==> config.mk <==
export PLATFORM = sky130hd
export DESIGN_NAME = psm_packet_start_marker
export DESIGN_NICKNAME = d
export VERILOG_FILES = /design/src/rtl/psm_pkg.sv /design/src/rtl/psm_chan_if.sv /design/src/rtl/psm_mii_tick.sv /design/src/rtl/psm_indication_channel.sv /design/src/rtl/psm_packet_start_marker.sv
export SDC_FILE = /design/constraint.sdc
export NUM_CORES = 1
export LEC_CHECK = 0
export ABC_AREA = 0
export BUFFER_PORTS_ARGS = -buffer_cell sky130_fd_sc_hd__clkbuf_2
export CORE_AREA = 2 2 146 148
export DETAILED_ROUTE_END_ITERATION = 6
export DIE_AREA = 0 0 148 150
export GPL_TIMING_DRIVEN = 0
export SLEW_MARGIN = 40
export SYNTH_ARGS = -nofsm -noshare
export SYNTH_HDL_FRONTEND = slang
export SYNTH_SLANG_ARGS = --single-unit
==> constraint.sdc <==
create_clock -name ref_clk -period 8.6 [get_ports ref_clk]
set_clock_uncertainty 0.1 [all_clocks]
set_input_delay 2.15 -clock ref_clk [delete_from_list [all_inputs] [get_ports ref_clk]]
set_output_delay 2.15 -clock ref_clk [all_outputs]
set_load 0.05 [all_outputs]
==> src/rtl/psm_pkg.sv <==
// package of register map, field layout and timing constants for the packet start marker
package psm_pkg;

  // ==========================================================================
  // register map
  // ==========================================================================
  localparam logic [15:0] ADDR_TX_FIFO_SYNC_SELECT = 16'h9427;
  localparam logic [15:0] ADDR_PACKET_START_CONTROL = 16'h9428;
  localparam logic [15:0] ADDR_PACKET_START_RX_DELAY = 16'h9429;
  localparam logic [15:0] ADDR_PACKET_START_TX_DELAY = 16'h942A;

  localparam logic [15:0] RST_TX_FIFO_SYNC_SELECT = 16'h0000;
  localparam logic [15:0] RST_PACKET_START_CONTROL = 16'h0034;
  localparam logic [15:0] RST_PACKET_START_RX_DELAY = 16'h0000;
  localparam logic [15:0] RST_PACKET_START_TX_DELAY = 16'h0000;

  // writable bits; the rest read as zero
  localparam logic [15:0] MASK_TX_FIFO_SYNC_SELECT = 16'h0001;
  localparam logic [15:0] MASK_PACKET_START_CONTROL = 16'h007F;
  localparam logic [15:0] MASK_PACKET_START_RX_DELAY = 16'hFFFF;
  localparam logic [15:0] MASK_PACKET_START_TX_DELAY = 16'h1FFF;

  // ==========================================================================
  // field positions
  // ==========================================================================
  localparam int FIFO_SYNC_BIT = 0;
  localparam int TX_INDICATION_ENABLE_BIT = 0;
  localparam int RX_INDICATION_ENABLE_BIT = 1;
  localparam int DELIMITER_TRIGGER_ENABLE_BIT = 2;
  localparam int FIXED_DURATION_ENABLE_BIT = 3;
  localparam int DURATION_LSB = 4;
  localparam int DURATION_MSB = 6;
  localparam int RX_DELAY_10M_LSB = 11;
  localparam int RX_DELAY_10M_MSB = 15;
  localparam int RX_DELAY_100M_LSB = 6;
  localparam int RX_DELAY_100M_MSB = 10;
  localparam int TX_DELAY_10M_LSB = 8;
  localparam int TX_DELAY_10M_MSB = 12;
  localparam int TX_DELAY_100M_LSB = 4;
  localparam int TX_DELAY_100M_MSB = 7;

  // ==========================================================================
  // timing
  // ==========================================================================
  localparam int CLK_PERIOD_NS = 40;
  localparam int MII_100M_PERIOD_NS = 40;
  localparam int MII_10M_PERIOD_NS = 400;
  localparam int MII_10M_DIVIDE = MII_10M_PERIOD_NS / CLK_PERIOD_NS;
  localparam int DURATION_STEP_CYCLES = 8;
  localparam int TX_DELAY_UNIT_NS = 8;
  localparam int DELAY_WIDTH = 5;
  localparam int HOLD_COUNT_WIDTH = 7;

endpackage : psm_pkg

==> src/rtl/psm_chan_if.sv <==
// interface carrying configuration, frame events and indication of one channel
`timescale 1ns/10ps
`default_nettype none
interface psm_chan_if;
  logic enable;
  logic delimTrigger;
  logic fixedDuration;
  logic [2:0] durationField;
  logic [psm_pkg::DELAY_WIDTH-1:0] delayCycles;
  logic delayUsesTick;
  logic miiTick;
  logic frameActive;
  logic delimPulse;
  logic indication;

  modport ctrl (
    output enable, delimTrigger, fixedDuration, durationField, delayCycles,
    output delayUsesTick, miiTick, frameActive, delimPulse,
    input indication
  );
  modport chan (
    input enable, delimTrigger, fixedDuration, durationField, delayCycles,
    input delayUsesTick, miiTick, frameActive, delimPulse,
    output indication
  );
endinterface : psm_chan_if
`default_nettype wire

==> src/rtl/psm_mii_tick.sv <==
// divider giving one enable pulse per MII RX_CLK cycle at the current link speed
`timescale 1ns/10ps
`default_nettype none
module psm_mii_tick #(
  parameter int DIVIDE_10M = psm_pkg::MII_10M_DIVIDE
) (
  input wire logic ref_clk,
  input wire logic rst,
  input wire logic speed100,
  output logic miiTick
);
  import psm_pkg::*;

  generate
    if (DIVIDE_10M < 2 || DIVIDE_10M > 16) begin : g_bad_div
      $error("psm_mii_tick: DIVIDE_10M must lie in 2..16");
    end
  endgenerate

  logic [3:0] div_reg;
  logic [3:0] div_next;

  always_comb begin
    if (div_reg == 4'(DIVIDE_10M - 1)) begin
      div_next = 4'h0;
    end else begin
      div_next = div_reg + 4'h1;
    end
  end

  always_ff @(posedge ref_clk or posedge rst) begin
    if (rst) begin
      div_reg <= 4'h0;
    end else begin
      div_reg <= div_next;
    end
  end

  // at 100 Mbps the MII clock equals ref_clk, so every cycle is a tick
  assign miiTick = speed100 | (div_reg == 4'h0);
endmodule : psm_mii_tick
`default_nettype wire

==> src/rtl/psm_indication_channel.sv <==
// one start-of-packet indication channel: trigger, delay, hold and end-of-frame release
`timescale 1ns/10ps
`default_nettype none
module psm_indication_channel (
  input wire logic ref_clk,
  input wire logic rst,
  psm_chan_if.chan chan
);
  import psm_pkg::*;

  typedef enum logic [1:0] {IDLE, DELAY, HOLD, SPENT} psm_chan_state_e;

  psm_chan_state_e state_reg;
  psm_chan_state_e state_next;
  logic [HOLD_COUNT_WIDTH-1:0] count_reg;
  logic [HOLD_COUNT_WIDTH-1:0] count_next;
  logic prevActive_reg;
  logic ind_reg;
  logic ind_next;
  logic start;
  logic delayTick;
  logic [HOLD_COUNT_WIDTH-1:0] holdLimit;

  // ==========================================================================
  // trigger selection
  // ==========================================================================
  assign start = chan.frameActive &
                 (chan.delimTrigger ? chan.delimPulse : ~prevActive_reg); // [RQ3]
  assign delayTick = chan.delayUsesTick ? chan.miiTick : 1'b1;
  assign holdLimit = HOLD_COUNT_WIDTH'(({4'h0, chan.durationField} + 7'h01)
                     * 7'(DURATION_STEP_CYCLES)); // [RQ6]

  always_comb begin
    state_next = state_reg;
    count_next = count_reg;
    unique case (state_reg)
      IDLE: begin
        if (chan.enable && start) begin
          if (chan.delayCycles == '0) begin // [RQ16]
            state_next = HOLD;
            count_next = '0;
          end else begin
            state_next = DELAY;
            count_next = HOLD_COUNT_WIDTH'(chan.delayCycles);
          end
        end
      end
      DELAY: begin
        if (delayTick) begin
          count_next = count_reg - 7'h01;
          if (count_reg == 7'h01) begin
            state_next = HOLD;
            count_next = '0;
          end
        end
      end
      HOLD: begin
        if (chan.fixedDuration && chan.miiTick) begin // [RQ5]
          count_next = count_reg + 7'h01;
          if (count_reg + 7'h01 == holdLimit) begin
            state_next = SPENT;
          end
        end
      end
      SPENT: begin
        state_next = SPENT;
      end
    endcase
    // frame end always releases the indication, whatever the count
    if (!chan.frameActive || !chan.enable) begin // [RQ7]
      state_next = IDLE;
      count_next = '0;
    end
    ind_next = (state_next == HOLD);
  end

  always_ff @(posedge ref_clk or posedge rst) begin
    if (rst) begin
      state_reg <= IDLE;
      count_reg <= '0;
      prevActive_reg <= 1'b0;
      ind_reg <= 1'b0;
    end else begin
      state_reg <= state_next;
      count_reg <= count_next;
      prevActive_reg <= chan.frameActive;
      ind_reg <= ind_next;
    end
  end

  assign chan.indication = ind_reg;
endmodule : psm_indication_channel
`default_nettype wire

==> src/rtl/psm_packet_start_marker.sv <==
// top of the packet start marker: management registers and two indication channels
//
// Overview of operation
// RQ1 - transmit indication produced only while the transmit enable bit is set
// RQ2 - receive indication produced only while the receive enable bit is set
// RQ3 - delimiter trigger bit picks SFD or first nibble as the start point
// RQ4 - software changes the trigger bit only with link down or both enables clear
// RQ5 - fixed duration bit chooses counted length, otherwise indication spans the frame
// RQ6 - counted length is (duration field plus one) times eight MII RX_CLK cycles
// RQ7 - both indications always drop at the end of the frame
// RQ8 - transmit start is seen after the transmit FIFO to keep timing steady
// RQ9 - at 10 Mbps receive indication delayed by the 10M receive delay field
// RQ10 - at 100 Mbps receive indication delayed by the 100M receive delay field
// RQ11 - at 10 Mbps transmit indication delayed by 10M field in 8 ns units (the code rounds the delay up to whole 40 ns ref_clk cycles)
// RQ12 - at 100 Mbps transmit indication delayed by 100M field in 8 ns units (the code rounds the delay up to whole 40 ns ref_clk cycles)
// RQ13 - software should program the 10M transmit delay to twenty
// RQ14 - software should leave the 100M transmit delay at zero
// RQ15 - sync select bit runs the transmit FIFO in low latency synchronous mode
// RQ16 - zero delay adds nothing; delay only moves the start, not the end (with fixed duration set, the counted end moves with the delay)
`timescale 1ns/10ps
`default_nettype none
module psm_packet_start_marker (
  input wire logic ref_clk,
  input wire logic rst,
  // management register port, decoded upstream from the MDIO frame
  input wire logic [15:0] regAddr,
  input wire logic regWrEn,
  input wire logic [15:0] regWrData,
  input wire logic regRdEn,
  output logic [15:0] regRdData,
  // link state from the PCS
  input wire logic linkSpeed100,
  // frame events, same clock domain
  input wire logic txFrameActive,
  input wire logic txDelimDetect,
  input wire logic rxFrameActive,
  input wire logic rxDelimDetect,
  // outputs
  output logic txIndication,
  output logic rxIndication,
  output logic txFifoSyncMode
);
  import psm_pkg::*;

  localparam int NUM_CHAN = 2;
  localparam int CHAN_TX = 0;
  localparam int CHAN_RX = 1;

  // ==========================================================================
  // register storage
  // ==========================================================================
  logic [15:0] fifoSync_reg;
  logic [15:0] fifoSync_next;
  logic [15:0] control_reg;
  logic [15:0] control_next;
  logic [15:0] rxDelay_reg;
  logic [15:0] rxDelay_next;
  logic [15:0] txDelay_reg;
  logic [15:0] txDelay_next;
  logic [15:0] rdData_reg;
  logic [15:0] rdData_next;

  function automatic logic [15:0] merge(input logic [15:0] old,
                                        input logic [15:0] wdata,
                                        input logic [15:0] mask);
    merge = (old & ~mask) | (wdata & mask);
  endfunction : merge

  always_comb begin
    fifoSync_next = fifoSync_reg;
    control_next = control_reg;
    rxDelay_next = rxDelay_reg;
    txDelay_next = txDelay_reg;
    if (regWrEn) begin
      unique case (regAddr)
        ADDR_TX_FIFO_SYNC_SELECT: begin
          fifoSync_next = merge(fifoSync_reg, regWrData, MASK_TX_FIFO_SYNC_SELECT);
        end
        ADDR_PACKET_START_CONTROL: begin
          control_next = merge(control_reg, regWrData, MASK_PACKET_START_CONTROL);
        end
        ADDR_PACKET_START_RX_DELAY: begin
          rxDelay_next = merge(rxDelay_reg, regWrData, MASK_PACKET_START_RX_DELAY);
        end
        ADDR_PACKET_START_TX_DELAY: begin
          txDelay_next = merge(txDelay_reg, regWrData, MASK_PACKET_START_TX_DELAY);
        end
        default: begin
          fifoSync_next = fifoSync_reg;
        end
      endcase
    end
  end

  // ==========================================================================
  // read path: registered, unmapped addresses read zero
  // ==========================================================================
  always_comb begin
    rdData_next = rdData_reg;
    if (regRdEn) begin
      unique case (regAddr)
        ADDR_TX_FIFO_SYNC_SELECT: rdData_next = fifoSync_reg;
        ADDR_PACKET_START_CONTROL: rdData_next = control_reg;
        ADDR_PACKET_START_RX_DELAY: rdData_next = rxDelay_reg;
        ADDR_PACKET_START_TX_DELAY: rdData_next = txDelay_reg;
        default: rdData_next = 16'h0000;
      endcase
    end
  end

  always_ff @(posedge ref_clk or posedge rst) begin
    if (rst) begin
      fifoSync_reg <= RST_TX_FIFO_SYNC_SELECT;
      control_reg <= RST_PACKET_START_CONTROL;
      rxDelay_reg <= RST_PACKET_START_RX_DELAY;
      txDelay_reg <= RST_PACKET_START_TX_DELAY;
      rdData_reg <= 16'h0000;
    end else begin
      fifoSync_reg <= fifoSync_next;
      control_reg <= control_next;
      rxDelay_reg <= rxDelay_next;
      txDelay_reg <= txDelay_next;
      rdData_reg <= rdData_next;
    end
  end

  assign regRdData = rdData_reg;

  // the FIFO itself sits outside; this level steers its mode
  assign txFifoSyncMode = fifoSync_reg[FIFO_SYNC_BIT]; // [RQ15]

  // ==========================================================================
  // field decode
  // ==========================================================================
  logic txEnable;
  logic rxEnable;
  logic delimTrigger;
  logic fixedDuration;
  logic [2:0] durationField;
  logic [4:0] rxDelay10m;
  logic [4:0] rxDelay100m;
  logic [4:0] txDelay10m;
  logic [3:0] txDelay100m;

  assign txEnable = control_reg[TX_INDICATION_ENABLE_BIT];
  assign rxEnable = control_reg[RX_INDICATION_ENABLE_BIT];
  // changing this mid-frame may misfire; software only touches it while idle
  assign delimTrigger = control_reg[DELIMITER_TRIGGER_ENABLE_BIT]; // [RQ4]
  assign fixedDuration = control_reg[FIXED_DURATION_ENABLE_BIT];
  assign durationField = control_reg[DURATION_MSB:DURATION_LSB];
  assign rxDelay10m = rxDelay_reg[RX_DELAY_10M_MSB:RX_DELAY_10M_LSB];
  assign rxDelay100m = rxDelay_reg[RX_DELAY_100M_MSB:RX_DELAY_100M_LSB];
  // recommended values (twenty at 10M, zero at 100M) are left to software
  assign txDelay10m = txDelay_reg[TX_DELAY_10M_MSB:TX_DELAY_10M_LSB]; // [RQ13]
  assign txDelay100m = txDelay_reg[TX_DELAY_100M_MSB:TX_DELAY_100M_LSB]; // [RQ14]

  // ==========================================================================
  // per-speed delay selection
  // ==========================================================================
  logic [4:0] txUnits;
  logic [9:0] txDelayNs;
  logic [DELAY_WIDTH-1:0] txDelayCycles;
  logic [DELAY_WIDTH-1:0] rxDelayCycles;

  assign txUnits = linkSpeed100 ? {1'b0, txDelay100m} : txDelay10m; // [RQ11] [RQ12]
  assign txDelayNs = 10'(txUnits) * 10'(TX_DELAY_UNIT_NS);
  // 8 ns steps are finer than the 40 ns clock, so the delay rounds up to whole cycles
  assign txDelayCycles = DELAY_WIDTH'((txDelayNs + 10'(CLK_PERIOD_NS - 1))
                         / 10'(CLK_PERIOD_NS));
  assign rxDelayCycles = linkSpeed100 ? rxDelay100m : rxDelay10m; // [RQ9] [RQ10]

  // ==========================================================================
  // MII clock enable
  // ==========================================================================
  logic miiTick;

  psm_mii_tick #(
    .DIVIDE_10M(MII_10M_DIVIDE)
  ) u_mii_tick (
    .ref_clk(ref_clk),
    .rst(rst),
    .speed100(linkSpeed100),
    .miiTick(miiTick)
  );

  // ==========================================================================
  // indication channels
  // ==========================================================================
  logic [NUM_CHAN-1:0] chanEnable;
  logic [NUM_CHAN-1:0] chanActive;
  logic [NUM_CHAN-1:0] chanDelim;
  logic [NUM_CHAN-1:0] chanTickDelay;
  logic [NUM_CHAN-1:0] chanInd;
  logic [DELAY_WIDTH-1:0] chanDelay [NUM_CHAN];

  assign chanEnable[CHAN_TX] = txEnable; // [RQ1]
  assign chanEnable[CHAN_RX] = rxEnable; // [RQ2]
  // transmit events are taken after the FIFO output, not at the MAC side
  assign chanActive[CHAN_TX] = txFrameActive; // [RQ8]
  assign chanActive[CHAN_RX] = rxFrameActive;
  assign chanDelim[CHAN_TX] = txDelimDetect;
  assign chanDelim[CHAN_RX] = rxDelimDetect;
  // transmit delay counts ref_clk cycles, receive delay counts MII cycles
  assign chanTickDelay[CHAN_TX] = 1'b0;
  assign chanTickDelay[CHAN_RX] = 1'b1;
  assign chanDelay[CHAN_TX] = txDelayCycles;
  assign chanDelay[CHAN_RX] = rxDelayCycles;

  psm_chan_if chanIf [NUM_CHAN] ();

  genvar g;
  generate
    for (g = 0; g < NUM_CHAN; g++) begin : g_chan
      assign chanIf[g].enable = chanEnable[g];
      assign chanIf[g].delimTrigger = delimTrigger;
      assign chanIf[g].fixedDuration = fixedDuration;
      assign chanIf[g].durationField = durationField;
      assign chanIf[g].delayCycles = chanDelay[g];
      assign chanIf[g].delayUsesTick = chanTickDelay[g];
      assign chanIf[g].miiTick = miiTick;
      assign chanIf[g].frameActive = chanActive[g];
      assign chanIf[g].delimPulse = chanDelim[g];
      assign chanInd[g] = chanIf[g].indication;

      psm_indication_channel u_chan (
        .ref_clk(ref_clk),
        .rst(rst),
        .chan(chanIf[g])
      );
    end
  endgenerate

  assign txIndication = chanInd[CHAN_TX];
  assign rxIndication = chanInd[CHAN_RX];
endmodule : psm_packet_start_marker
`default_nettype wire

; Yosys cells after proc, flatten, opt, wreduce, memory -nomap -nowiden
; Cells that the tools add are included.
; Widths: inputs -> output; s select.
[op_classes]
n_addsub = 7
n_div = 1
eq_ne = 22
muxes = 34
bitwise = 8
reduce_logical = 22
[ops]
columns = cell, n
row1 = $eq 16x16->1 const B, 4
row2 = $pmux 16 s4, 1
row3 = $mux 7, 9
row4 = $pmux 7 s3, 2
row5 = $mux 2, 13
row6 = $mux 5, 4
row7 = $or 16x1->16, 1
row8 = $or 16x13->16, 1
row9 = $or 16x7->16, 1
row10 = $pmux 2 s4, 2
row11 = $add 7x1->7 const B, 2
row12 = $eq 7x1->1 const B, 2
row13 = $eq 7x7->1, 2
row14 = $sub 7x1->7 const B, 2
row15 = $eq 2x2->1 const B, 6
row16 = $ne 3x1->1 const B, 4
row17 = $div 10x6->10 const B, 1
row18 = $logic_not 5->1, 2
row19 = $add 8x6->9 const B, 1
row20 = $reduce_and 2->1, 4
row21 = $reduce_bool 4->1, 2
row22 = $add 3x1->4 const B, 1
row23 = $add 4x1->4 const B, 1
row24 = $eq 2x1->1 const B, 2
row25 = other kinds (14), 24
[word_totals]
regBits = 106
input_bits = 41
out_inout_bits = 19
word_cells = 108

; Depth between registers and ports, before layout
; Gate-level depths: netlist (run 1).
[logic_depth]
ltp_word = 9
depth_mapped = 16
mapped_depth_nobuf = 14

; Hierarchy
; From an unflattened synthesis (run 1), not the netlist that was laid out.
[hier_totals]
cells_unflattened = 526
hier_area_um2 = 5258.8
[modules_own_cells]
columns = module, instances, cells_each, area_per_inst_um2, seq_area_each_um2
row1 = psm_packet_start_marker, 1, 234, 2730.1, 1330.0
row2 = psm_indication_channel, 2, 137, 1173.6, 275.3
row3 = psm_mii_tick, 1, 18, 181.4, 100.1

; Least setup slack after synthesis (run 1)
; No wires, ideal clock.
[synth_path]
path_kind = input to register
start = in linkSpeed100
end = reg g_chan[0].u_chan.state_reg[0]
setup_time_ns = 0.119
arrival_time_ns = 5.013
t_required_ns = 8.381
path_slack_ns = 3.368
cell_stages = 16
n_path_buf = 3
path_cell_list = buf_2 > buf_2 > mux2i_1 > inv_1 > ha_1 > clkbuf_1 > nor3b_1 > nor2_1 > xnor2_1 > ha_1 > or3_1 > a2111oi_0 > nor2_1 > nand2_1 > nand4_1 > and2_1
[synth_via]
elab_chain_cells = 8
elab_cells_between_ends = 11
classes_between = add/sub: 1 / div: 1 / mux: 6 / bitwise: 1 / reduce/logical: 2
[synth_rtl]
columns = item, line
row1 = from (decl), psm_packet_start_marker.sv:32  ; input wire logic linkSpeed100,
row2 = $mux 5, psm_packet_start_marker.sv:165  ; assign txUnits = linkSpeed100 ? {1'b0, txDelay100m} : txDelay10m;
row3 = $add 8x6->9, psm_packet_start_marker.sv:168  ; assign txDelayCycles = DELAY_WIDTH'((txDelayNs + 10'(CLK_PERIOD_NS - 1))
row4 = $div 10x6->10, psm_packet_start_marker.sv:169  ; / 10'(CLK_PERIOD_NS));
row5 = $logic_not 5->1, psm_indication_channel.sv:39  ; if (chan.delayCycles == '0) begin
row6 = $mux 2, psm_indication_channel.sv:39
row7 = $mux 2, psm_indication_channel.sv:38  ; if (chan.enable && start) begin
row8 = $pmux 2 s4 (*), psm_indication_channel.sv:36  ; unique case (state_reg)
row9 = $mux 2 (*), psm_indication_channel.sv:70  ; if (!chan.frameActive || !chan.enable) begin
row10 = named net g_chan[0].u_chan.state_next[0], psm_indication_channel.sv:14  ; psm_chan_state_e state_next;
row11 = to (signal assigned), psm_indication_channel.sv:84  ; state_reg <= state_next;
row12 = to (decl), psm_indication_channel.sv:13  ; psm_chan_state_e state_reg;
; Mark *: on every way through the listed nets, which the timed path passes. The rest lies on a longest branch.
; A chain may end at the register's enable or synchronous reset.

; Final worst setup path (run 1)
; Same ends and word-level chain as after synthesis.

==> impl_metrics.env, run 1 <==
export IMPL_p_per_area_nw_per_um2=131
export IMPL_worst_pin_slew_ns=0.640
export IMPL_max_stage_delay_ns=0.43
export IMPL_layout_drive_gt1_share=0.228
export IMPL_antennaDiodeCount=0
export IMPL_synth_flop_cell="dfrtp_1"
export IMPL_die_width_um=148
export IMPL_area_growth_syn_to_layout_pct=19.1
export IMPL_required_ns=8.73
export IMPL_numCtsBuffers=9
export IMPL_cts_max_level=3
export IMPL_dr_wl_met3_um=748
export IMPL_max_freq_ghz=0.172
export IMPL_placeableCoreArea_um2=20700
export IMPL_place_congestion=0.870
export IMPL_die_h_um=150
export IMPL_start_util=0.245
export IMPL_via_count=4332
export IMPL_grt_setup_unrepaired="false"
export IMPL_min_period_over_period=0.678
export IMPL_fillCellCount=2220
export IMPL_drt_iter0_markers=260
export IMPL_status="complete, no violations"
export IMPL_timing_setup_tns_ns=0
export IMPL_root_buffer="clkbuf_16"
export IMPL_numPortBuffers=59
export IMPL_clk_path_buf_depth=2
export IMPL_dr_wl_met2_mm=6.24
export IMPL_arrival_ns=5.96
export IMPL_syn_area_per_cell_um2=9.61
export IMPL_leakage_nw=2.60
export IMPL_multi_input_area_um2=2830
export IMPL_reg2reg_depth=15
export IMPL_postRouteAntennaNets=0
export IMPL_synth_nets=588
export IMPL_drt_met1_wl_mm=6.51
export IMPL_synth_edff_count=0
export IMPL_hpwl_mm=10.3
export IMPL_min_path_type="reg2reg"
export IMPL_grt_max_degree=50
export IMPL_yosysWarnings=0
export IMPL_holdPathStages=1
export IMPL_ctsHoldBuffers=0
export IMPL_drc=0
export IMPL_firstDrtPassIters=5
export IMPL_endpoint_kind="register"
export IMPL_cp_top_family="simple AND/OR/NAND/NOR gates"
export IMPL_period_needed_ns=5.83
export IMPL_regArea_um2=1980
export IMPL_top_layer="met4"
export IMPL_hold_viol_final=0
export IMPL_io_pin_count=60
export IMPL_grt_overflow_total=0
export IMPL_cts_resized=0
export IMPL_clkSlewWorstSetupHoldPaths_ns=0.06
export IMPL_cts_sinks=79
export IMPL_setup_viol=0
export IMPL_rows=53
export IMPL_grt_pass1_wl_mm=22.3
export IMPL_ys_seq_elements=79
export IMPL_track_usage=0.126
export IMPL_vias_per_cell=4.93
export IMPL_yosysSeqAreaShare=0.390
export IMPL_routed_wl_mm=13.6
export IMPL_grt_pass1_vias=4252
export IMPL_crit_chain="clkbuf_2, buf_2, buf_2, mux2i_1, inv_1, ha_1, clkbuf_1, nor3b_1, nor2_1, xnor2_1, ha_1, or3_1, a2111oi_0, nor2_1, nand2_1, nand4_1, and2_1"
export IMPL_syn_instance_count=528
export IMPL_maxCapViolCount=0
export IMPL_path_buf_inv=5
export IMPL_fin_util=0.292
export IMPL_die_area_um2=22200
export IMPL_postCtsSetupRepairBufs=0
export IMPL_crit_type="in2reg"
export IMPL_ys_types=72
export IMPL_antenna_found_initial=0
export IMPL_ir_drop_uv=84.1
export IMPL_slew_violations=0
export IMPL_critical_path_depth=17
export IMPL_clkLatencyLatePin_ns=0.34
export IMPL_whs_ns=0.395
export IMPL_relSlewSlack=0.573
export IMPL_cp_max_fo=10
export IMPL_avgRoutedWirePerCell_um=15.5
export IMPL_syn_area_um2=5070
export IMPL_start_kind="input port"
export IMPL_cts_tree="done"
export IMPL_synthArstFlopShare=1.00
export IMPL_nets=659
export IMPL_cpMaxStageDelayCell="nor3b_1"
per-stage QoR:
step	instances	area (um2)	worst slack (ns)	power (mW)
after detailed placement	863	5750	2.47	0.412
after global placement	862	5710	2.46	0.410
final	879	6040	2.77	0.793
after CTS	879	6040	2.82	0.804
after global routing	879	6040	2.43	0.821
after floorplan	528	5070	3.37	0.393
Yosys cell counts, drive strengths merged (4+ instances only):
| master | instances | share of area |
|---|---|---|
| a21oi | 28 | 0.028 |
| a221o | 4 | 0.0079 |
| a22oi | 16 | 0.025 |
| a31oi | 9 | 0.012 |
| and2 | 8 | 0.0099 |
| and3 | 9 | 0.011 |
| buf | 9 | 0.0091 |
| clkbuf | 18 | 0.013 |
| dfrtp | 76 | 0.37 |
| ha | 19 | 0.047 |
| inv | 41 | 0.030 |
| mux2 | 44 | 0.098 |
| mux2i | 9 | 0.018 |
| nand2 | 29 | 0.021 |
| nand2b | 10 | 0.012 |
| nand3 | 23 | 0.023 |
| nand4 | 4 | 0.0049 |
| nor2 | 25 | 0.018 |
| nor3 | 9 | 0.0089 |
| nor3b | 4 | 0.0059 |
| nor4 | 7 | 0.013 |
| nor4b | 7 | 0.013 |
| o211ai | 5 | 0.0074 |
| o21ai | 17 | 0.018 |
| o221ai | 6 | 0.010 |
| o22ai | 14 | 0.017 |
| o31ai | 5 | 0.0074 |
| xnor2 | 15 | 0.026 |
| xor2 | 6 | 0.010 |
cells in the final DEF (no fill, tap or decap), types with 4 or more instances in the layout:
cell type,instances
a22oi_1,15
a21oi_1,28
mux2_1,4
nand2_1,29
inv_1,40
o21ai_0,13
clkbuf_16,9
nor4_1,5
clkbuf_2,59
o211ai_1,5
nand2b_1,10
nor3_1,9
nand4_1,4
ha_1,19
xor2_1,6
a221o_1,4
clkbuf_1,19
and3_1,9
nor3b_1,4
xnor2_1,15
nor4b_1,6
and2_1,7
dfrtp_1,76
mux2i_1,9
nor2_1,25
nand3_1,23
buf_2,7
o22ai_1,14
a31oi_1,8
o31ai_1,5
o221ai_1,6
mux2_2,40
cells by family (layout without fill, tap and decap cells):
group	after synthesis	after routing	share of synthesized area
and+or+nand+nor	147	147	0.161
AOI/OAI and AO/OA	141	141	0.198
DFF	79	79	0.390
buffers and inverters	68	144	0.0528
muxes	53	53	0.115
xor gates and xnor gates	21	21	0.0363
adders and majority gates	19	19	0.0469
final timing paths:
| kind | endpoint | slack, ns | from |
|---|---|---|---|
| worst max-delay path | g_chan[0].u_chan.state_reg[0]$_DFF_PP0_ | 2.77 | linkSpeed100 |
| max in group asynchronous | control_reg[4]$_DFFE_PP1P_ | 6.13 | rst |
| min in group asynchronous | regRdData[1]$_DFFE_PP0P_ | 1.67 | rst |
| worst min register to register | rxDelay_reg[4]$_DFFE_PP0P_ | 0.40 | rxDelay_reg[4]$_DFFE_PP0P_ |
| worst max register to register | g_chan[0].u_chan.state_reg[0]$_DFF_PP0_ | 4.50 | txDelay_reg[10]$_DFFE_PP0P_ |
| worst min-delay path | rxDelay_reg[4]$_DFFE_PP0P_ | 0.40 | rxDelay_reg[4]$_DFFE_PP0P_ |
power by group:
group / internal, mW / switching (mW)
combinational: 0.0121 / 0.0198
clock: 0.227 / 0.163
sequential: 0.372 / 0.000196
total: 0.611 / 0.183
final cells by class:
| class | count | area share |
|---|---|---|
| Buffer | 27 | 0.0188 |
| Tap cell | 275 | 0.0569 |
| Timing Repair Buffer | 60 | 0.0534 |
| Clock inverter | 6 | 0.0114 |
| Multi-Input combinational cell | 381 | 0.467 |
| Inverter | 41 | 0.0263 |
| Clock buffer | 10 | 0.0379 |
| Sequential cell | 79 | 0.328 |
worst reg2reg max path: stages (launching register included):
cell and delay, ns:
dfrtp_1 0.44, inv_1 0.11, o21a_1 0.26, inv_1 0.19, ha_1 0.17, clkbuf_1 0.28
nor3b_1 0.43, nor2_1 0.15, xnor2_1 0.18, ha_1 0.26, or3_1 0.31, a2111oi_0 0.43
nor2_1 0.11, nand2_1 0.11, nand4_1 0.22, and2_1 0.25
metal layers:
metal,vias to the layer above,global-route usage
met1,2109,0.173
met5,-,0
met2,99,0.201
met3,10,0.0332
met4,0,0.0257
li1,2114,-
No activity file was read; power rests on OpenSTA's default activity.
==> run 2, diff against run 1 <==
--- a/config.mk
+++ b/config.mk
@@ -5,11 +5,11 @@
 export SDC_FILE = /design/constraint.sdc
 export NUM_CORES = 1
 export LEC_CHECK = 0
-export ABC_AREA = 0
+export ABC_AREA = 1
 export BUFFER_PORTS_ARGS = -buffer_cell sky130_fd_sc_hd__clkbuf_2
-export CORE_AREA = 2 2 146 148
+export CORE_AREA = 2 2 143 145
 export DETAILED_ROUTE_END_ITERATION = 6
-export DIE_AREA = 0 0 148 150
+export DIE_AREA = 0 0 145 147
 export GPL_TIMING_DRIVEN = 0
 export SLEW_MARGIN = 40
 export SYNTH_ARGS = -nofsm -noshare
==> constraint.sdc (replaced) <==
create_clock -name ref_clk -period 4.8 [get_ports ref_clk]
set_clock_uncertainty 0.1 [all_clocks]
set_input_delay 1.2 -clock ref_clk [delete_from_list [all_inputs] [get_ports ref_clk]]
set_output_delay 1.2 -clock ref_clk [all_outputs]
set_load 0.05 [all_outputs]
==> run 2 against run 1 <==
  * Power rose by 83%
  * Combinational power grew to 2.7 times the previous value
  * Non-clock buffer count shrank 13
  * Critical endpoint is now g_chan[0].u_chan.chan.indication$_DFF_PP0_
  * Critical path depth is 4 higher
  * Flip-flop and latch count unchanged
  * Die area fell by 4.0%
  * First-iteration DRC count up 27%
  * Global-route usage up 0.19 points
  * Core utilization barely moved
  * Largest power group unchanged
==> impl_metrics.env, run 2 <==
export IMPL_grt_max_degree=59
export IMPL_synth_compound_gate_area_share=0.152
export IMPL_maxCapViolCount=0
export IMPL_postCtsSetupRepairBufs=0
export IMPL_min_path_type="reg2reg"
export IMPL_cts_resized=0
export IMPL_via_count=4317
export IMPL_avgRoutedWirePerCell_um=13.4
export IMPL_die_area_um2=21300
export IMPL_yosysWarnings=0
export IMPL_numCtsBuffers=9
export IMPL_synthArstFlopShare=1.00
export IMPL_required_ns=4.99
export IMPL_total_power_mw=1.45
export IMPL_layout_drive_gt1_share=0.181
export IMPL_layout_commonest_cell="nand2_1"
export IMPL_syn_area_per_cell_um2=7.70
export IMPL_yosysTopAreaCell="dfrtp_1"
export IMPL_drt_iter0_markers=331
export IMPL_antenna_found_initial=0
export IMPL_synth_xor_area_frac=0.0381
export IMPL_final_cell_mix="158 x nand2_1, 92 x inv_1, 76 x dfrtp_1"
export IMPL_yosysMostFrequentCell="nand2_1"
export IMPL_hold_viol_final=0
export IMPL_antennaDiodeCount=0
export IMPL_ir_drop_uv=170
export IMPL_postRouteAntennaNets=0
export IMPL_grt_pass1_vias=4309
export IMPL_routed_wl_mm=13.0
export IMPL_fillCellCount=2137
export IMPL_rows=52
export IMPL_cts_sinks=79
export IMPL_syn_area_um2=4830
export IMPL_whs_ns=0.383
export IMPL_yosys_area_share_adder=0.0492
export IMPL_synth_nets=687
export IMPL_crit_type="in2reg"
export IMPL_synthMuxAreaShare=0.00699
export IMPL_syn_instance_count=627
export IMPL_grt_setup_unrepaired="false"
export IMPL_placeableCoreArea_um2=19800
export IMPL_synth_edff_count=0
export IMPL_relSlewSlack=0.613
export IMPL_die_width_um=145
export IMPL_die_h_um=147
export IMPL_root_buffer="clkbuf_16"
export IMPL_synth_flop_cell="dfrtp_1"
export IMPL_track_usage=0.128
export IMPL_synth_top_family_by_area="simple AND/OR/NAND/NOR gates"
export IMPL_nets=757
export IMPL_cp_max_fo=10
export IMPL_period_needed_ns=3.70
export IMPL_synth_area_leaders="dfrtp_1 39%, nand2_1 12%, inv_1 7.2%"
export IMPL_area_growth_syn_to_layout_pct=19.8
export IMPL_slew_violations=0
export IMPL_grt_pass1_wl_mm=21.7
export IMPL_rrSetupSlack_ns=1.99
export IMPL_ys_seq_elements=79
export IMPL_arrival_ns=3.89
export IMPL_max_freq_ghz=0.270
export IMPL_endpoint_kind="register"
export IMPL_synthSimpleGateAreaFrac=0.250
export IMPL_start_util=0.243
export IMPL_place_congestion=0.826
export IMPL_vias_per_cell=4.44
export IMPL_dp_cells=956
export IMPL_drc=0
export IMPL_yosysSeqAreaShare=0.410
export IMPL_timing_setup_tns_ns=0
export IMPL_synth_commonest_cells="158 x nand2_1, 93 x inv_1, 76 x dfrtp_1, 63 x o21ai_0, 36 x nand3_1"
export IMPL_start_kind="input port"
export IMPL_clkSlewWorstSetupHoldPaths_ns=0.07
export IMPL_yosysTopAreaCellShare=0.394
export IMPL_min_period_over_period=0.771
export IMPL_grt_overflow_total=0
export IMPL_ys_types=48
export IMPL_ctsHoldBuffers=0
export IMPL_stdcell_count=972
export IMPL_clk_path_buf_depth=2
export IMPL_hpwl_mm=9.98
export IMPL_numPortBuffers=58
export IMPL_leakage_nw=2.84
export IMPL_setup_viol=0
export IMPL_status="complete, no violations"
export IMPL_worst_pin_slew_ns=0.581
export IMPL_cts_tree="done"
export IMPL_holdPathStages=2
export IMPL_clkLatencyLatePin_ns=0.36
export IMPL_cts_max_level=3
export IMPL_p_per_area_nw_per_um2=251
export IMPL_firstDrtPassIters=5
export IMPL_reg2reg_depth=18
export IMPL_io_pin_count=60
-- run 2: per-stage QoR --
step / setup slack [ns] / util / area, um2
after floorplan: 1.18 / - / 4830
after global placement: 0.371 / 0.275 / 5460
after detailed placement: 0.722 / 0.277 / 5490
after CTS: 1.08 / 0.292 / 5790
after global routing: 0.808 / 0.292 / 5790
final: 1.10 / 0.292 / 5790
-- run 2: final timing paths --
kind | start | to
max | linkSpeed100 | g_chan[0].u_chan.chan.indication$_DFF_PP0_
min | regRdData[12]$_DFFE_PP0P_ | regRdData[12]$_DFFE_PP0P_
min in group asynchronous | rst | g_chan[1].u_chan.chan.indication$_DFF_PP0_
min reg2reg | regRdData[12]$_DFFE_PP0P_ | regRdData[12]$_DFFE_PP0P_
max reg2reg | txDelay_reg[11]$_DFFE_PP0P_ | g_chan[0].u_chan.chan.indication$_DFF_PP0_
max in group asynchronous | rst | control_reg[5]$_DFFE_PP1P_
-- run 2: cell families (layout without fill, tap and decap cells) --
logic type	count (synthesis)	in the layout
buf+inv	116	191
simple gates	267	267
compound gates	122	122
mux	3	3
fa+ha+maj	19	19
flops	79	79
xor+xnor	21	21
-- run 2: area by class of cell --
class	count	area (um2)	share of cell area
clock inverter	7	70.1	0.0121
clock buffer	9	225	0.0389
inverter	101	384	0.0664
multi-input combinational	432	2400	0.414
sequential	79	1980	0.342
buffer	15	75.1	0.0130
tap	270	338	0.0584
timing repair buffer	59	318	0.0549
-- run 2: power breakdown --
| part | internal, mW | total [mW] | switching (mW) | leakage (nW) |
|---|---|---|---|---|
| Sequential | 0.666 | 0.667 | 0.000371 | 1.08 |
| Combinational | 0.0295 | 0.0876 | 0.0580 | 1.62 |
| Clock | 0.369 | 0.701 | 0.332 | 0.144 |
-- run 2: per-layer routing --
metal | vias to the layer above | wire (um) | track usage
li1 | 2194 | - | -
met4 | 0 | 363 | 0.0624
met2 | 115 | 6010 | 0.205
met3 | 19 | 505 | 0.0196
met5 | - | 0 | 0
met1 | 1989 | 6140 | 0.170
-- run 2: critical path, stage by stage --
cell and delay [ns]:
clkbuf_2 0.13, buf_6 0.16, buf_2 0.17, o21ai_0 0.25
inv_1 0.10, ha_1 0.26, inv_1 0.11, nand3_2 0.11
nand3_2 0.09, nand3_2 0.09, nand2_2 0.10, inv_1 0.04
ha_1 0.18, nor2_1 0.14, inv_1 0.07, a21oi_2 0.16
a21boi_2 0.21, nand3_2 0.10, nand2_1 0.06, nand2_1 0.07
nor2_2 0.08
==> run 3, diff against run 2 <==
==> constraint.sdc (replaced) <==
create_clock -name ref_clk -period 3.2 [get_ports ref_clk]
set_clock_uncertainty 0.1 [all_clocks]
set_input_delay 0.8 -clock ref_clk [delete_from_list [all_inputs] [get_ports ref_clk]]
set_output_delay 0.8 -clock ref_clk [all_outputs]
set_load 0.05 [all_outputs]
==> run 3 against run 2 <==
  * Power rose by 49%
  * Combinational power up 58%
  * Largest power group unchanged
  * Wire length decreased by 0.58%
  * Via count is 0.56% higher
  * Critical path type unchanged
  * Die area is the same
==> impl_metrics.env, run 3 (synthesis results as in run 2) <==
export IMPL_status="complete, no violations"
export IMPL_required_ns=3.38
export IMPL_routed_wl_mm=12.9
export IMPL_crit_type="in2reg"
export IMPL_whs_ns=0.293
export IMPL_vias_per_cell=4.46
export IMPL_crit_chain="buf_2, buf_12, o21ai_2, inv_1, ha_4, inv_1, nand3_2, nand3_2, nand3_2, nand2_2, inv_1, ha_1, nor2_2, nor2_1, nor2_1, a21oi_2, nand2_2, nand2_2, nand2_2, nand3_2, nand2_1, nand2_1, nor2_2"
export IMPL_antennaDiodeCount=0
export IMPL_total_power_mw=2.17
export IMPL_critPathLaunch="linkSpeed100"
export IMPL_fin_area_um2=5830
export IMPL_clkSlewWorstSetupHoldPaths_ns=0.07
export IMPL_worstReg2RegEnd="g_chan[0].u_chan.chan.indication$_DFF_PP0_"
export IMPL_drc=0
export IMPL_endpoint_kind="register"
export IMPL_io_pin_count=60
export IMPL_min_period_over_period=0.940
export IMPL_period_needed_ns=3.01
export IMPL_area_growth_syn_to_layout_pct=20.8
export IMPL_arrival_ns=3.19
export IMPL_leakage_nw=2.85
export IMPL_die_width_um=145
export IMPL_placeableCoreArea_um2=19800
export IMPL_firstDrtPassIters=5
export IMPL_layout_drive_gt1_share=0.188
export IMPL_max_freq_ghz=0.333
export IMPL_track_usage=0.124
export IMPL_rr_startpoint="txDelay_reg[10]$_DFFE_PP0P_"
export IMPL_grt_max_degree=60
export IMPL_ctsHoldBuffers=0
export IMPL_clkLatencyLatePin_ns=0.34
export IMPL_via_count=4341
export IMPL_cp_max_fo=9
export IMPL_ir_drop_uv=248
export IMPL_slew_violations=0
export IMPL_die_h_um=147
export IMPL_rrSetupSlack_ns=0.46
export IMPL_place_area_um2=5490
export IMPL_setup_slack_ns=0.193
export IMPL_cts_max_level=3
export IMPL_avgRoutedWirePerCell_um=13.3
export IMPL_place_congestion=0.841
export IMPL_relSlewSlack=0.629
export IMPL_final_cell_mix="158 x nand2_1, 92 x inv_1, 76 x dfrtp_1"
export IMPL_grt_pass1_wl_mm=21.3
export IMPL_p_per_area_nw_per_um2=372
export IMPL_min_path_type="in2async"
export IMPL_cp_top_family="simple AND/OR/NAND/NOR gates"
export IMPL_hpwl_mm=9.87
export IMPL_nets=759
export IMPL_start_kind="input port"
export IMPL_drt_iter0_markers=313
export IMPL_hold_viol_final=0
export IMPL_numCtsBuffers=9
export IMPL_rows=52
export IMPL_worst_pin_slew_ns=0.556
export IMPL_cts_tree="done"
export IMPL_die_area_um2=21300
export IMPL_cts_sinks=79
export IMPL_layout_commonest_cell="nand2_1"
export IMPL_clk_path_buf_depth=2
export IMPL_place_ws_ns=-0.423
export IMPL_grt_pass1_vias=4201
export IMPL_max_stage_delay_ns=0.20
export IMPL_postRouteAntennaNets=0
export IMPL_maxCapViolCount=0
export IMPL_root_buffer="clkbuf_16"
export IMPL_grt_overflow_total=0
export IMPL_antenna_found_initial=0
export IMPL_setup_viol=0
export IMPL_reg2reg_depth=21
export IMPL_cpMaxStageDelayCell="ha_1"
export IMPL_start_util=0.243
export IMPL_path_buf_inv=5
export IMPL_numPortBuffers=58
## run 3: metrics by stage
stage / utilization / TNS [ns] / instances
4_1_cts: 0.291 / 0 / 971
3_5_place_dp: 0.277 / -2.00 / 956
5_1_grt: 0.294 / -0.0172 / 974
6_report: 0.294 / 0 / 974
2_1_floorplan: - / 0 / 627
3_3_place_gp: 0.275 / -63.95 / 955
## run 3: routing by layer
metal  track usage  vias to the layer above  share of wire
met4        0.0485                        0          0.017
met5             0                        -              0
met2         0.204                      102           0.47
li1              -                     2196              -
met3        0.0140                       15          0.036
met1         0.167                     2028           0.48
## run 3: worst max-delay path by stage
stage                                                            end  depth (start not counted)
final                     g_chan[0].u_chan.chan.indication$_DFF_PP0_                         23
after global routing      g_chan[0].u_chan.chan.indication$_DFF_PP0_                         23
after CTS                 g_chan[0].u_chan.chan.indication$_DFF_PP0_                         21
after detailed placement  g_chan[0].u_chan.chan.indication$_DFF_PP0_                         22
after global placement                     regRdData[11]$_DFFE_PP0P_                          2
after floorplan           g_chan[0].u_chan.chan.indication$_DFF_PP0_                         20
## run 3: area by class of cell
class / count / area (um2)
fill: 2123 / 14000
multi-input combinational: 432 / 2410
sequential: 79 / 1980
inverter: 101 / 384
timing repair buffer: 62 / 340
tap: 270 / 338
clock buffer: 9 / 225
buffer: 14 / 78.8
clock inverter: 7 / 72.6
## run 3: repair_timing
| action | 4_1_cts | 5_1_grt |
|---|---|---|
| resized for setup | 0 | 7 |
| pin swaps | 0 | 1 |
| setup endpoints to repair | 5 | 5 |
| setup buffers | 0 | 3 |
## run 3: where the power goes
part / internal, mW / switching (mW) / total, mW
logic: 0.0487 / 0.0891 / 0.138
clock network: 0.552 / 0.483 / 1.04
registers: 0.999 / 0.000452 / 1.00
total: 1.60 / 0.572 / 2.17
## run 3: worst reg2reg max path: stages, from the launching register on
cell	delay (ns)
dfrtp_1	0.46
o21ai_2	0.21
inv_2	0.11
ha_4	0.19
inv_1	0.09
nand3_2	0.11
nand3_2	0.09
nand3_2	0.09
nand2_2	0.11
inv_1	0.05
ha_1	0.20
nor2_2	0.12
nor2_1	0.06
nor2_1	0.13
a21oi_2	0.06
nand2_2	0.10
nand2_2	0.06
nand2_2	0.06
nand3_2	0.07
nand2_1	0.07
nand2_1	0.07
nor2_2	0.07
